[src/verilog/adcce_pkg.sv]
// package: register map, field layouts and types for the channel enables
package adcce_pkg;

  // register indexes; byte address is four times the index
  localparam logic [9:0] ADCCE_IDX_CELL = 10'h109;
  localparam logic [9:0] ADCCE_IDX_AUX_A = 10'h10A;
  localparam logic [9:0] ADCCE_IDX_AUX_B = 10'h10B;
  localparam logic [9:0] ADCCE_IDX_AUX_C = 10'h10C;
  localparam logic [9:0] ADCCE_IDX_STATUS = 10'h1F0;

  // widths of the cell and aux c fields
  localparam int ADCCE_CELL_W = 6;
  localparam int ADCCE_AUX_C_W = 4;

  // reset values
  localparam logic [5:0] ADCCE_CELL_RST = 6'h00;
  localparam logic [7:0] ADCCE_AUX_AB_RST = 8'h00;
  localparam logic [3:0] ADCCE_AUX_C_RST = 4'h0;

  // status register field positions
  localparam int ADCCE_STAT_CNT_LSB = 0;
  localparam int ADCCE_STAT_AUX_BIT = 4;

  // ahb encodings
  localparam logic [1:0] ADCCE_HTRANS_NONSEQ = 2'h2;
  localparam logic [2:0] ADCCE_HSIZE_WORD = 3'h2;
  localparam logic ADCCE_HRESP_OKAY = 1'b0;

  typedef struct packed {
    logic aux_pin_four_select;
    logic aux_pin_three_select;
    logic aux_pin_two_select;
    logic aux_pin_one_select;
    logic analog_rail_select;
    logic zero_ref_select;
    logic bandgap_one_select;
    logic battery_input_select;
  } adcce_aux_a_t;

  typedef struct packed {
    logic thermal_warning_current_select;
    logic cold_threshold_select;
    logic hot_threshold_select;
    logic low_volt_threshold_select;
    logic high_volt_threshold_select;
    logic bandgap_two_select;
    logic aux_pin_six_select;
    logic aux_pin_five_select;
  } adcce_aux_b_t;

  typedef struct packed {
    logic always_on_reference_select;
    logic comm_rail_select;
    logic thermistor_supply_select;
    logic digital_rail_select;
  } adcce_aux_c_t;

  typedef struct packed {
    logic [5:0] convert_on;
    logic [5:0] shifter_on;
  } adcce_cell_t;

endpackage

[src/verilog/adcce_regs.sv]
// channel-enable register bank with its ahb-lite slave port
//
// Our own choice: register access over AHB-Lite.
`timescale 1ns/10ps
module adcce_regs
  import adcce_pkg::*;
#(
  parameter int ADDR_W = 12
)
(
  input wire logic hclk,
  input wire logic hresetn,
  input wire logic hsel,
  input wire logic [ADDR_W-1:0] haddr,
  input wire logic [1:0] htrans,
  input wire logic hwrite,
  input wire logic [2:0] hsize,
  input wire logic [31:0] hwdata,
  input wire logic hready,
  output logic hreadyout,
  output logic [31:0] hrdata,
  output logic hresp,
  output adcce_pkg::adcce_cell_t cell_sel,
  output adcce_pkg::adcce_aux_a_t aux_sel_a,
  output adcce_pkg::adcce_aux_b_t aux_sel_b,
  output adcce_pkg::adcce_aux_c_t aux_sel_c
);
  import adcce_pkg::*;

  if (ADDR_W < 12)
  begin : g_addr_check
    $error("adcce_regs: ADDR_W must be at least 12");
  end

  logic [5:0] cell_reg;
  logic [5:0] cell_next;
  logic [5:0] shifter_reg;
  logic [7:0] aux_a_reg;
  logic [7:0] aux_a_next;
  logic [7:0] aux_b_reg;
  logic [7:0] aux_b_next;
  logic [3:0] aux_c_reg;
  logic [3:0] aux_c_next;
  logic wr_pend_reg;
  logic [9:0] wr_idx_reg;
  logic [31:0] rdata_reg;
  logic [31:0] rdata_next;
  logic ready_reg;
  logic hresp_reg;
  logic addr_take;
  logic [9:0] addr_idx;
  logic [2:0] cell_count;
  logic [7:0] status_val;

  // a transfer is taken only when the bus is ready and it targets us
  assign addr_take = hsel && hready && htrans[1];
  assign addr_idx = haddr[11:2];

  // bus slave: zero wait states, so hreadyout only rises after reset
  always_ff @(posedge hclk or negedge hresetn)
  begin
    if (!hresetn)
    begin
      ready_reg <= 1'b0;
      hresp_reg <= ADCCE_HRESP_OKAY;
    end
    else
    begin
      ready_reg <= 1'b1;
      hresp_reg <= ADCCE_HRESP_OKAY;
    end
  end

  // sub-word writes are ignored so no byte lane can half-update a field
  always_ff @(posedge hclk or negedge hresetn)
  begin
    if (!hresetn)
    begin
      wr_pend_reg <= 1'b0;
      wr_idx_reg <= 10'h000;
    end
    else if (hready)
    begin
      wr_pend_reg <= addr_take && hwrite && (hsize == ADCCE_HSIZE_WORD);
      wr_idx_reg <= addr_idx;
    end
  end

  // next values from the data phase of a write
  always_comb
  begin
    cell_next = cell_reg;
    aux_a_next = aux_a_reg;
    aux_b_next = aux_b_reg;
    aux_c_next = aux_c_reg;
    if (wr_pend_reg)
    begin
      case (wr_idx_reg)
        ADCCE_IDX_CELL: cell_next = hwdata[5:0];
        ADCCE_IDX_AUX_A: aux_a_next = hwdata[7:0];
        ADCCE_IDX_AUX_B: aux_b_next = hwdata[7:0];
        ADCCE_IDX_AUX_C: aux_c_next = hwdata[3:0];
        default: cell_next = cell_reg;
      endcase
    end
  end

  // cell enables; the shifter copy keeps both outputs flop-driven
  always_ff @(posedge hclk or negedge hresetn)
  begin
    if (!hresetn)
    begin
      cell_reg <= ADCCE_CELL_RST;
      shifter_reg <= ADCCE_CELL_RST;
    end
    else
    begin
      cell_reg <= cell_next;
      shifter_reg <= cell_next;
    end
  end

  // auxiliary selections
  always_ff @(posedge hclk or negedge hresetn)
  begin
    if (!hresetn)
    begin
      aux_a_reg <= ADCCE_AUX_AB_RST;
      aux_b_reg <= ADCCE_AUX_AB_RST;
      aux_c_reg <= ADCCE_AUX_C_RST;
    end
    else
    begin
      aux_a_reg <= aux_a_next;
      aux_b_reg <= aux_b_next;
      aux_c_reg <= aux_c_next;
    end
  end

  // number of enabled cells, shown in the status register
  always_comb
  begin
    cell_count = 3'h0;
    for (int i = 0; i < ADCCE_CELL_W; i++)
      cell_count = cell_count + {2'h0, cell_next[i]};
  end

  always_comb
  begin
    status_val = 8'h00;
    status_val[ADCCE_STAT_CNT_LSB +: 3] = cell_count;
    status_val[ADCCE_STAT_AUX_BIT] = |{aux_a_next, aux_b_next, aux_c_next};
  end

  // read mux looks at next values so a read right after a write is fresh
  always_comb
  begin
    rdata_next = 32'h0000_0000;
    case (addr_idx)
      ADCCE_IDX_CELL: rdata_next[5:0] = cell_next;
      ADCCE_IDX_AUX_A: rdata_next[7:0] = aux_a_next;
      ADCCE_IDX_AUX_B: rdata_next[7:0] = aux_b_next;
      ADCCE_IDX_AUX_C: rdata_next[3:0] = aux_c_next;
      ADCCE_IDX_STATUS: rdata_next[7:0] = status_val;
      default: rdata_next = 32'h0000_0000;
    endcase
  end

  always_ff @(posedge hclk or negedge hresetn)
  begin
    if (!hresetn)
      rdata_reg <= 32'h0000_0000;
    else if (addr_take && !hwrite)
      rdata_reg <= rdata_next;
  end

  assign hreadyout = ready_reg;
  assign hrdata = rdata_reg;
  assign hresp = hresp_reg;
  // one driver for the whole struct: convert_on is the upper half
  assign cell_sel = {cell_reg, shifter_reg};
  assign aux_sel_a = adcce_aux_a_t'(aux_a_reg);
  assign aux_sel_b = adcce_aux_b_t'(aux_b_reg);
  assign aux_sel_c = adcce_aux_c_t'(aux_c_reg);

  logic wr_cell;
  logic wr_a;
  logic wr_b;
  logic wr_c;
  assign wr_cell = wr_pend_reg && (wr_idx_reg == ADCCE_IDX_CELL);
  assign wr_a = wr_pend_reg && (wr_idx_reg == ADCCE_IDX_AUX_A);
  assign wr_b = wr_pend_reg && (wr_idx_reg == ADCCE_IDX_AUX_B);
  assign wr_c = wr_pend_reg && (wr_idx_reg == ADCCE_IDX_AUX_C);
endmodule // adcce_regs

[config.mk]
export PLATFORM = sky130hd
export DESIGN_NAME = adcce_regs
export DESIGN_NICKNAME = d
export VERILOG_FILES = /design/src/verilog/adcce_pkg.sv /design/src/verilog/adcce_regs.sv
export SDC_FILE = /design/constraint.sdc
export NUM_CORES = 1
export LEC_CHECK = 0
export BUFFER_PORTS_ARGS = -buffer_cell sky130_fd_sc_hd__buf_2
export CAP_MARGIN = 20
export CELL_PAD_IN_SITES_DETAIL_PLACEMENT = 1
export CELL_PAD_IN_SITES_GLOBAL_PLACEMENT = 1
export CORE_MARGIN = 8
export CORE_UTILIZATION = 31
export DETAILED_ROUTE_END_ITERATION = 10
export GPL_TIMING_DRIVEN = 0
export PLACE_DENSITY = 0.77
export SETUP_SLACK_MARGIN = 0.05
export SYNTH_ARGS = -nofsm -noshare
export SYNTH_HDL_FRONTEND = slang
export SYNTH_SLANG_ARGS = --single-unit
[constraint.sdc]
create_clock -name hclk -period 4.5 [get_ports hclk]
set_input_delay 0.9 -clock hclk [delete_from_list [all_inputs] [get_ports hclk]]
set_output_delay 0.9 -clock hclk [all_outputs]
set_load 0.01 [all_outputs]
---- After elaboration in Yosys (flattened, before gate mapping) ----
Index checks and enable logic that the tools add are counted.
word-level totals
  register bits after elaboration ......... 46
  output and inout port bits .............. 66
cells by class
  add/subtract/negate cells ............... 5
  eq/ne operators ......................... 10
  multiplexer cells ....................... 11
  reductions and logical operators ........ 7
operator list
  operator               number
  $eq A10 B9 Y1 const B  9
  $mux W8                4
  $pmux W4 S5            1
  $reduce_or A20 Y1      1
  $mux W6                2
  $add A3 B1 Y3          3
  $mux W4                2
  $pmux W2 S4            1
  $logic_and A1 B1 Y1    5
  $pmux W2 S2            1
  $add A2 B1 Y3          1
  $eq A3 B2 Y1 const B   1
  $add A1 B1 Y2          1
  $logic_not A1 Y1       1

---- Depth between registers and ports, before layout ----
Gate-level depths: netlist of run 1.
  depth after elaboration ................. 9
  depth in mapped cells ................... 13
  depth with buffers taken out ............ 13

---- Least setup slack after synthesis of run 1 ----
No wires, ideal clock.
  path type ............................... reg2reg
  start point ............................. register wr_idx_reg[7]
  end point ............................... register rdata_reg[1] (netlist: hrdata[1])
  library setup time ...................... 0.121 ns
  arrival ................................. 4.146 ns
  required time ........................... 4.379 ns
  setup slack ............................. 0.233 ns
  stages on the path, launching flop included .. 14
  path buffers ............................ 0
  period minus slack after synthesis ...... 4.267 ns
  cell sequence ........................... dfrtp_1 > or4_4 > or2_1 > nor4b_2 > mux2_2 > inv_1 > fa_1 > inv_1 > fa_1 > ha_1 > fa_1 > a222oi_1 > o21ai_1 > a22o_1
on the way
  longest elaborated chain between the ends .. 9
ends and longest elaborated chain
  what                         RTL line           RTL
  start: declaration           adcce_regs.sv:45   logic [9:0] wr_idx_reg;
  start signal: assignment     adcce_regs.sv:85   wr_idx_reg <= addr_idx;
  $eq A10 B9 Y1 *              adcce_regs.sv:98   case (wr_idx_reg)
  $mux W6 *                    adcce_regs.sv:98
  $mux W6 *                    adcce_regs.sv:96   if (wr_pend_reg)
  named net cell_next[1]       adcce_regs.sv:36   logic [5:0] cell_next;
  $add A1 B1 Y2                adcce_regs.sv:145  cell_count = cell_count + {2'h0, cell_next[i]};
  $add A2 B1 Y3                adcce_regs.sv:145
  $add A3 B1 Y3 (3 in series)  adcce_regs.sv:145
  $pmux W4 S5 *                adcce_regs.sv:159  case (addr_idx)
  end signal: assignment       adcce_regs.sv:174  rdata_reg <= rdata_next;
  end: declaration             adcce_regs.sv:46   logic [31:0] rdata_reg;
The timed path passes the listed nets; every way through them passes the cells marked *.
A chain may end at the register's enable or synchronous reset.

---- Final worst setup path of run 1 ----
  start point ............................. register wr_idx_reg[6]
  end point ............................... register rdata_reg[1] (netlist: hrdata[1])
The elaborated chain is that of the path after synthesis.

==> results of run 1 <==
## area by class of cell
type / count / area [um^2]
repair buffers: 72 / 388
clock buffers: 7 / 76.3
clock inverters: 1 / 30.0
fillers: 906 / 4500
flip-flops and latches: 46 / 1150
plain buffers: 37 / 263
well taps: 102 / 128
inverters: 20 / 75.1
multi-input cells: 138 / 1070
## worst min path at each step
| stage | startpoint | to | slack [ns] | depth (start not counted) |
|---|---|---|---|---|
| 2_1_floorplan | wr_idx_reg[9] | wr_idx_reg[9] | 0.47 | 1 |
| 4_1_cts | hrdata[2] | hrdata[2] | 0.51 | 1 |
| 3_5_place_dp | hrdata[0] | hrdata[0] | 0.49 | 1 |
| 6_report | hresetn | hrdata[3] | 0.49 | 1 |
| 3_3_place_gp | hrdata[5] | hrdata[5] | 0.46 | 2 |
| 5_1_grt | hresetn | hrdata[3] | 0.51 | 1 |
## layout by cell type (no fill, tap or decap), types with 3 or more instances in the layout
master / instances
inv_1: 17
dfrtp_1: 46
a21oi_1: 4
nor4_1: 4
mux2_4: 3
clkbuf_8: 5
inv_2: 3
buf_4: 36
o21ai_0: 7
o21ai_1: 3
nand4_1: 3
a222oi_1: 3
mux2_2: 19
buf_2: 66
a22o_1: 4
nor2_1: 6
fa_1: 3
nor3_1: 3
nand2b_1: 3
clkbuf_1: 6
nand2_1: 9
mux2i_1: 15
conb_1: 26
## per-layer routing
layer / wire, um / track usage, %
met5: 0 / 0
met1: 2770 / 14.2
met3: 460 / 3.93
met4: 76 / 3.36
met2: 3610 / 21.9
## worst max-delay path, cell delays in order (launching register included)
cell      delay [ns]
dfrtp_1         0.40
or4_4           0.54
or2_4           0.28
nor4b_4         0.26
buf_4           0.19
mux2_2          0.37
inv_2           0.07
fa_1            0.41
inv_2           0.07
fa_1            0.42
ha_2            0.19
fa_1            0.42
a222oi_1        0.25
o21ai_1         0.11
a22o_1          0.21
## cell families (layout without fill, tap and decap cells)
kind of cell / Yosys count / after routing / synth area share [%]
buf+inv: 57 / 137 / 13.8
simple gates: 45 / 45 / 12.2
compound gates: 26 / 26 / 7.29
mux: 37 / 37 / 16.5
other cells: 2 / 26 / 0.306
flops: 46 / 46 / 46.9
fa+ha+maj: 4 / 4 / 2.96
## synth_stat cells, types with 2 or more instances
cell,count
a21oi_1,4
a222oi_1,3
a22o_1,4
and4_1,2
buf_4,31
clkbuf_1,4
conb_1,2
dfrtp_1,46
fa_1,3
inv_1,20
mux2_2,20
mux2_4,2
mux2i_1,15
nand2_1,9
nand2b_1,3
nand4_1,3
nand4b_1,2
nor2_1,6
nor3_1,3
nor4_1,4
o21ai_0,7
o21ai_1,3
## power groups by stage
stage | combinational [mW] | sequential, mW | clock [mW]
floorplan | 0.0576 | 0.448 | 0
global placement | 0.0988 | 0.446 | 0
detailed placement | 0.101 | 0.448 | 0
CTS | 0.102 | 0.440 | 0.312
global route | 0.116 | 0.442 | 0.331
finish | 0.105 | 0.440 | 0.302
## what timing repair did
| item | CTS | global route |
|---|---|---|
| pin swaps | 1 | 3 |
| gates resized for setup | 1 | 6 |
| setup buffers | 3 | 2 |
| hold buffers | 0 | 0 |
| setup endpoints to repair | 3 | 2 |
## per-stage QoR
step	total power, mW	setup WS, ns	hold slack (ns)	utilization, %	TNS (ns)
2_1_floorplan	0.506	0.233	0.471	-	0
3_3_place_gp	0.545	-0.223	0.460	39.0	-0.388
5_1_grt	0.888	0.0402	0.505	41.4	0
3_5_place_dp	0.549	-0.315	0.490	39.0	-0.647
6_report	0.847	0.209	0.495	41.4	0
4_1_cts	0.854	0.116	0.510	40.8	0
==> run metrics, run 1 <==
initial antenna violation count 0; Static Leak 1.74 nW; Core Rows 32; die extent in y 105 um; sequential share of the synthesized area 46.9%; summed area of non-filler cells in the final layout 3180 um^2; result of the run completed; placeable core region 7690 um^2; effective utilization at floorplan 31.9%; Clk Latency, worst-skew pair 0.30 ns; max cap viols 0; RSZ-0062 raised after global routing false; Congestion Overflow GR 0; via count 1953; number of buffers between clock root and the deepest sink 2; critical path endpoint category register; Reg clk slew, reported paths 0.08 ns; headroom to the max-slew limit 37.5%; worst reg2reg path startpoint wr_idx_reg[6]; deepest level of the CTS H-tree 2; wire length of the first global-routing pass 11200 um; area of the mapped netlist 2450 um^2; post-synthesis area per instance 11.3 um^2; fin crit period 4.29 ns; power spent charging and discharging nets 0.203 mW; Die X-Extent 105 um; worst setup skew after layout 0.00656 ns; I/O pins 120; Layout Cells excl Fill 423; count of yosys warnings during synthesis 0; Area contributors post-synth dfrtp_1 47%, buf_4 9.5%, mux2_2 9.2%; endpoint of the most critical register-to-register path hrdata[1]; share of total power in combinational logic 12.4%; floorplan die area 11000 um^2; number of synthesized register bits 46; DR pass1 iterations 4; Clock Root Buffer clkbuf_8; drt total wl 6920 um; switch share 24.0%; sinks on the clock net 46; highest clock frequency the design can meet 0.233 GHz; required time at the endpoint of the critical path 4.69 ns; final weighted congestion in routability-driven placement 0.847; area added between synthesis and finish 29.7%; reg2reg setup slack 0.21 ns; CTS tree yes; kind of launch point of the worst setup path register; distinct cell type count of the synthesized netlist 43; origin of the worst setup path wr_idx_reg[6]; detailed-placement wirelength estimate 5520 um; diodes inserted 0; Critical Path Fanout Max 5; number of pins exceeding their max-slew limit in the final report 0; number of synthesized flops with an enable pin 0; clock buffer count from CTS 5; via count of the first global-routing pass 2183; pin count of the biggest net entering global routing 47; final hold violation count 0; routed wirelength normalized by instance count 16.4 um; Placed Cells incl. Taps 409; number of buffer cells added on primary ports 66; share of cells above drive strength 1 44.2%; internal power of the cells 0.644 mW; part of the power in the clock network 35.7%; Pwr Density 266 nW/um^2; Setup Viol. Count Final 0; Synth area leader dfrtp_1; Total Nets Final 378; remaining number of nets flagged by the antenna check after routing 0; share of Yosys cell area claimed by the top area cell type 46.9%; Worst Path Class, Setup register to register; Avg Vias per Cell 4.62; VDD IR-drop max 174 uV; flip-flop count of the largest register after layout 10; Least-Margin Pin Slew 0.935 ns; type of the tightest min-delay check input pin to asynchronous set/reset pin; number of cells traversed by the worst register-to-register path 14; part of the total power dissipated in sequential elements 52.0%; detailed-route DRC error count 0; top flip-flop cell by instance count after synthesis dfrtp_1; All-Layer GR Usage 12.5%; fraction of registers with async set/reset 100%; fin crit share 95.4%; initial drt markers 56; capture point of the worst path hrdata[1]; Cell Area, Placed 3000 um^2; count of mapped cells out of synthesis 217; data arrival time at the worst-slack endpoint 4.48 ns
Note: power is estimated with default switching activity, not from simulation.
==> run 2, diff against run 1 <==
--- a/config.mk
+++ b/config.mk
@@ -9,11 +9,11 @@
 export CAP_MARGIN = 20
 export CELL_PAD_IN_SITES_DETAIL_PLACEMENT = 1
 export CELL_PAD_IN_SITES_GLOBAL_PLACEMENT = 1
-export CORE_MARGIN = 8
 export CORE_UTILIZATION = 31
 export DETAILED_ROUTE_END_ITERATION = 10
 export GPL_TIMING_DRIVEN = 0
 export PLACE_DENSITY = 0.77
+export REMOVE_ABC_BUFFERS = 1
 export SETUP_SLACK_MARGIN = 0.05
 export SYNTH_ARGS = -nofsm -noshare
 export SYNTH_HDL_FRONTEND = slang
==> constraint.sdc (replaced) <==
create_clock -name hclk -period 3.5 [get_ports hclk]
set_input_delay 0.7 -clock hclk [delete_from_list [all_inputs] [get_ports hclk]]
set_output_delay 0.7 -clock hclk [all_outputs]
set_load 0.01 [all_outputs]
==> run 2 against run 1 <==
Against the previous run: via count shrank 5.5%; the flow now finishes with violations (negative setup slack); sequential cell count unchanged; largest cell class unchanged; combinational power rose by 7%; highest routed layer unchanged.
==> run metrics, run 2 (synthesized netlist as in run 1, its figures left out) <==
initial drt markers 65; Least-Margin Pin Slew 0.963 ns; hold slack 0.240 ns; detailed-route DRC error count 0; flip-flop count of the largest register after layout 10; final weighted congestion in routability-driven placement 0.865; final sum of negative setup slack -1.69 ns; crit path setup slack, layout -0.690 ns; Pwr Density 367 nW/um^2; clock buffer count from CTS 5; initial antenna violation count 0; endpoint of the most critical register-to-register path hrdata[1]; number of buffer cells added on primary ports 67; placeable core region 7690 um^2; Core Rows 32; Setup Viol. Count Final 3; diodes inserted 0; share of cells above drive strength 1 40.8%; kind of launch point of the worst setup path register; All-Layer GR Usage 15.6%; Clk Latency, worst-skew pair 0.31 ns; origin of the worst setup path wr_idx_reg[4]; floorplan die area 8270 um^2; detailed-placement wirelength estimate 4560 um; Reg clk slew, reported paths 0.10 ns; remaining number of nets flagged by the antenna check after routing 0; I/O pins 120; final hold violation count 0; Avg Vias per Cell 4.75; Total Nets Final 344; highest clock frequency the design can meet 0.239 GHz; via count 1846; fin crit period 4.19 ns; CTS tree yes; drt total wl 6270 um; Die X-Extent 91.0 um; number of buffers between clock root and the deepest sink 2; critical path endpoint category register; result of the run complete, but fails checks; hold-fix buffer count after cts 0; data arrival time at the worst-slack endpoint 4.39 ns; VDD IR-drop max 346 uV; die extent in y 91.0 um; headroom to the max-slew limit 35.7%; sinks on the clock net 46; max cap viols 0; worst reg2reg path startpoint wr_idx_reg[4]; Clock Root Buffer clkbuf_8; fin crit share 120%; via count of the first global-routing pass 1930; pin count of the biggest net entering global routing 47; commonest non-fill, non-tap cell in the layout buf_2; violated checks negative setup slack; capture point of the worst path hrdata[1]; number of pins exceeding their max-slew limit in the final report 0; area added between synthesis and finish 21.2%; Worst Path Class, Setup register to register; effective utilization at floorplan 31.9%; wire length of the first global-routing pass 9990 um; routed wirelength normalized by instance count 16.1 um; DR pass1 iterations 4; leading cell types in the layout, fill and taps excluded 67 x buf_2, 46 x dfrtp_1, 26 x conb_1; reg2reg setup slack -0.69 ns; worst setup skew after layout 0.00894 ns; Critical Path Fanout Max 4; deepest level of the CTS H-tree 2; Congestion Overflow GR 0; number of cells traversed by the worst register-to-register path 14; required time at the endpoint of the critical path 3.69 ns; RSZ-0062 raised after global routing true; type of the tightest min-delay check input pin to asynchronous set/reset pin; Static Leak 1.58 nW
==> run 2: metrics by stage <==
stage / total power [mW] / instances / instance area (um^2) / utilization (%) / worst slack, ns
6_report: 1.09 / 389 / 2970 / 38.7 / -0.690
5_1_grt: 1.14 / 389 / 2970 / 38.7 / -0.855
4_1_cts: 1.10 / 387 / 2940 / 38.2 / -0.660
3_5_place_dp: 0.683 / 373 / 2740 / 35.7 / -1.31
3_3_place_gp: 0.678 / 373 / 2740 / 35.7 / -1.20
2_1_floorplan: 0.625 / 204 / 2280 / - / -0.768
==> run 2: cell type report <==
class	instances	area, um^2
fillers	901	4710
inverters	20	77.6
flip-flops and latches	46	1150
multi-input cells	138	1090
well taps	102	128
repair buffers	75	412
clock inverters	3	43.8
clock buffers	5	68.8
==> run 2: report_power, final <==
part	leakage, nW	switching, mW	internal [mW]
clock	0.0585	0.200	0.214
sequential	0.590	0.0149	0.551
combinational	0.930	0.0671	0.0446
total	1.58	0.282	0.810
==> run 2: worst max-delay path, stage by stage, from the launching register on <==
cell and delay (ns):
dfrtp_1 0.39, or4_4 0.55, or2_4 0.26, nor4b_4 0.23, buf_6 0.17, mux2_4 0.19, inv_4 0.04, fa_1 0.55
inv_2 0.04, fa_1 0.54, ha_4 0.14, fa_2 0.42, a222oi_1 0.25, o21ai_1 0.12, a22o_1 0.21
==> run 2: routing by layer <==
metal | up-vias | GRT usage (%) | part of all wire [%]
met5 | - | 0 | 0
li1 | 845 | - | -
met3 | 6 | 4.27 | 5.0
met4 | 0 | 3.31 | 1.0
met2 | 60 | 26.5 | 51
met1 | 935 | 19.9 | 43
==> run 2: worst min path at each step <==
stage                    from  cells past startpoint      endpoint
floorplan             hresetn                      0  aux_sel_a[0]
finish                hresetn                      1  aux_sel_b[2]
global placement    hrdata[7]                      2     hrdata[7]
global route          hresetn                      1  aux_sel_b[2]
detailed placement  hrdata[7]                      2     hrdata[7]
CTS                 hrdata[7]                      2     hrdata[7]
==> run 2: timing repair <==
action	4_1_cts	5_1_grt
pin swaps	11	7
buffers inserted	6	1
endpoints found under the setup margin	3	3
resized for setup	10	3
gates cloned	0	0
==> run 3, diff against run 2 <==
--- a/config.mk
+++ b/config.mk
@@ -9,10 +9,12 @@
 export CAP_MARGIN = 20
 export CELL_PAD_IN_SITES_DETAIL_PLACEMENT = 1
 export CELL_PAD_IN_SITES_GLOBAL_PLACEMENT = 1
+export CORE_ASPECT_RATIO = 1.5
 export CORE_UTILIZATION = 31
 export DETAILED_ROUTE_END_ITERATION = 10
 export GPL_TIMING_DRIVEN = 0
 export PLACE_DENSITY = 0.77
+export RECOVER_POWER = 100
 export REMOVE_ABC_BUFFERS = 1
 export SETUP_SLACK_MARGIN = 0.05
 export SYNTH_ARGS = -nofsm -noshare
==> run 3 against run 2 <==
Against the previous run: the flow finishes with violations (max-capacitance violations, max-slew violations, negative setup slack); clock-buffer cell count is 1 higher; combinational power down 4%; register-to-register slack better by 0.05 ns; cell area fell by 0.50%; non-clock buffer count did not move; first-iteration DRC count is 78% higher; via count is 0.81% lower; sequential power about the same; core utilization decreased by 0.063 points.
==> run metrics, run 3 (synthesized netlist as in run 1, its figures left out) <==
cell seen most often among critical-path stages fa_1; highest clock frequency the design can meet 0.242 GHz; Total Nets Final 344; worst slack, placed -1.25 ns; crit path setup slack, layout -0.640 ns; headroom to the max-slew limit -51.9%; Static Leak 1.44 nW; Critical Path Fanout Max 4; DR pass1 iterations 6; detailed-placement wirelength estimate 4620 um; Clk Latency, worst-skew pair 0.28 ns; max cap viols 1; share of cells above drive strength 1 25.8%; deepest level of the CTS H-tree 2; die extent in y 111 um; All-Layer GR Usage 15.9%; power after layout 1.20 mW; flip-flop count of the largest register after layout 10; drt total wl 6190 um; kind of launch point of the worst setup path register; area added between synthesis and finish 20.6%; violated checks max-capacitance violations, max-slew violations, negative setup slack; number of buffer cells added on primary ports 67; detailed-route DRC error count 0; result of the run complete, but fails checks; sinks on the clock net 46; initial antenna violation count 0; I/O pins 120; VDD IR-drop max 210 uV; Least-Margin Pin Slew 2.28 ns; commonest non-fill, non-tap cell in the layout dfrtp_1; final weighted congestion in routability-driven placement 0.815; Critical-path top delay cell or4_4; via count 1831; RSZ-0062 raised after global routing true; routed wirelength normalized by instance count 15.9 um; data arrival time at the worst-slack endpoint 4.31 ns; Core Rows 39; worst setup skew after layout 0.00576 ns; number of pins exceeding their max-slew limit in the final report 43; Avg Vias per Cell 4.71; initial drt markers 116; wire length of the first global-routing pass 9920 um; critical path endpoint category register; type of the tightest min-delay check input pin to asynchronous set/reset pin; required time at the endpoint of the critical path 3.67 ns; effective utilization at floorplan 32.0%; Congestion Overflow GR 0; diodes inserted 0; via count of the first global-routing pass 1905; largest stage delay on the critical path 0.54 ns; Setup Viol. Count Final 3; number of buffers between clock root and the deepest sink 2; CTS tree yes; Reg clk slew, reported paths 0.06 ns; fin crit period 4.14 ns; hold slack 0.257 ns; Die X-Extent 74.6 um; leading cell types in the layout, fill and taps excluded 46 x dfrtp_1, 42 x clkbuf_1, 27 x buf_2; remaining number of nets flagged by the antenna check after routing 0; placeable core region 7660 um^2; fin crit share 118%; final hold violation count 0; Pwr Density 407 nW/um^2; floorplan die area 8280 um^2; cell chain of the critical path or4_4 > or2_4 > nor4b_4 > buf_6 > mux2_4 > inv_2 > fa_1 > inv_1 > fa_1 > ha_4 > fa_2 > a222oi_1 > o21ai_1 > a22o_1; pin count of the biggest net entering global routing 47; hold-fix buffer count after cts 0; Clock Root Buffer clkbuf_16; Worst Path Class, Setup register to register; clock buffer count from CTS 5
run 3: cell count changes in the layout (fill, tap and decap cells not counted), moves of 5 or more:
cell	delta
clkbuf_1	+42
buf_2	-40
clkbuf_8	-5
clkbuf_16	+5
run 3: final cells by class:
class	instances	area (um^2)
Timing Repair Buffer	75	345
Sequential cell	46	1150
Clock inverter	2	37.5
Multi-Input combinational cell	138	1090
Inverter	20	75.1
Fill cell	914	4700
Clock buffer	6	129
Tap cell	102	128
run 3: worst paths after layout:
path / from / to / slack, ns / cells after the start
max reg2reg: wr_idx_reg[4] / hrdata[1] / -0.64 / 14
min in group hclk: hrdata[7] / hrdata[7] / 0.51 / 2
min: hresetn / wr_idx_reg[7] / 0.26 / 1
min reg2reg: hrdata[7] / hrdata[7] / 0.51 / 2
max in group asynchronous: hresetn / aux_sel_c[1] / 0.81 / 2
max: wr_idx_reg[4] / hrdata[1] / -0.64 / 14
run 3: stage by stage:
stage | utilization (%) | instance area, um^2 | std cells | setup TNS [ns]
finish | 38.6 | 2960 | 389 | -1.63
global route | 38.6 | 2960 | 389 | -2.09
CTS | 39.0 | 2990 | 388 | -1.67
detailed placement | 35.8 | 2740 | 373 | -3.35
global placement | 35.8 | 2740 | 373 | -3.38
floorplan | - | 2280 | 204 | -1.94
run 3: repair_timing:
item | CTS | global route
gates resized for setup | 9 | 2
setup endpoints to repair | 3 | 3
pin swaps | 10 | 3
setup buffers | 7 | 0
endpoints found under the hold margin | 0 | 0
run 3: per-layer routing:
metal | GRT usage (%) | routed length [um]
met1 | 19.0 | 2350
met2 | 27.8 | 3320
met3 | 2.45 | 345
met4 | 5.91 | 163
met5 | 0 | 0
run 3: critical path, delay by kind of cell, from the launching register on:
family / cells / cell delay [ns]
flops: 1 / 0.38
compound gates: 3 / 0.56
fa+ha+maj: 4 / 1.44
mux: 1 / 0.32
buf+inv: 3 / 0.31
simple gates: 3 / 1.02
run 3: power breakdown:
group          total (mW)  internal (mW)  switching, mW
clock               0.530          0.337          0.193
combinational       0.107         0.0401         0.0668
sequential          0.567          0.552         0.0152
total                1.20          0.929          0.275
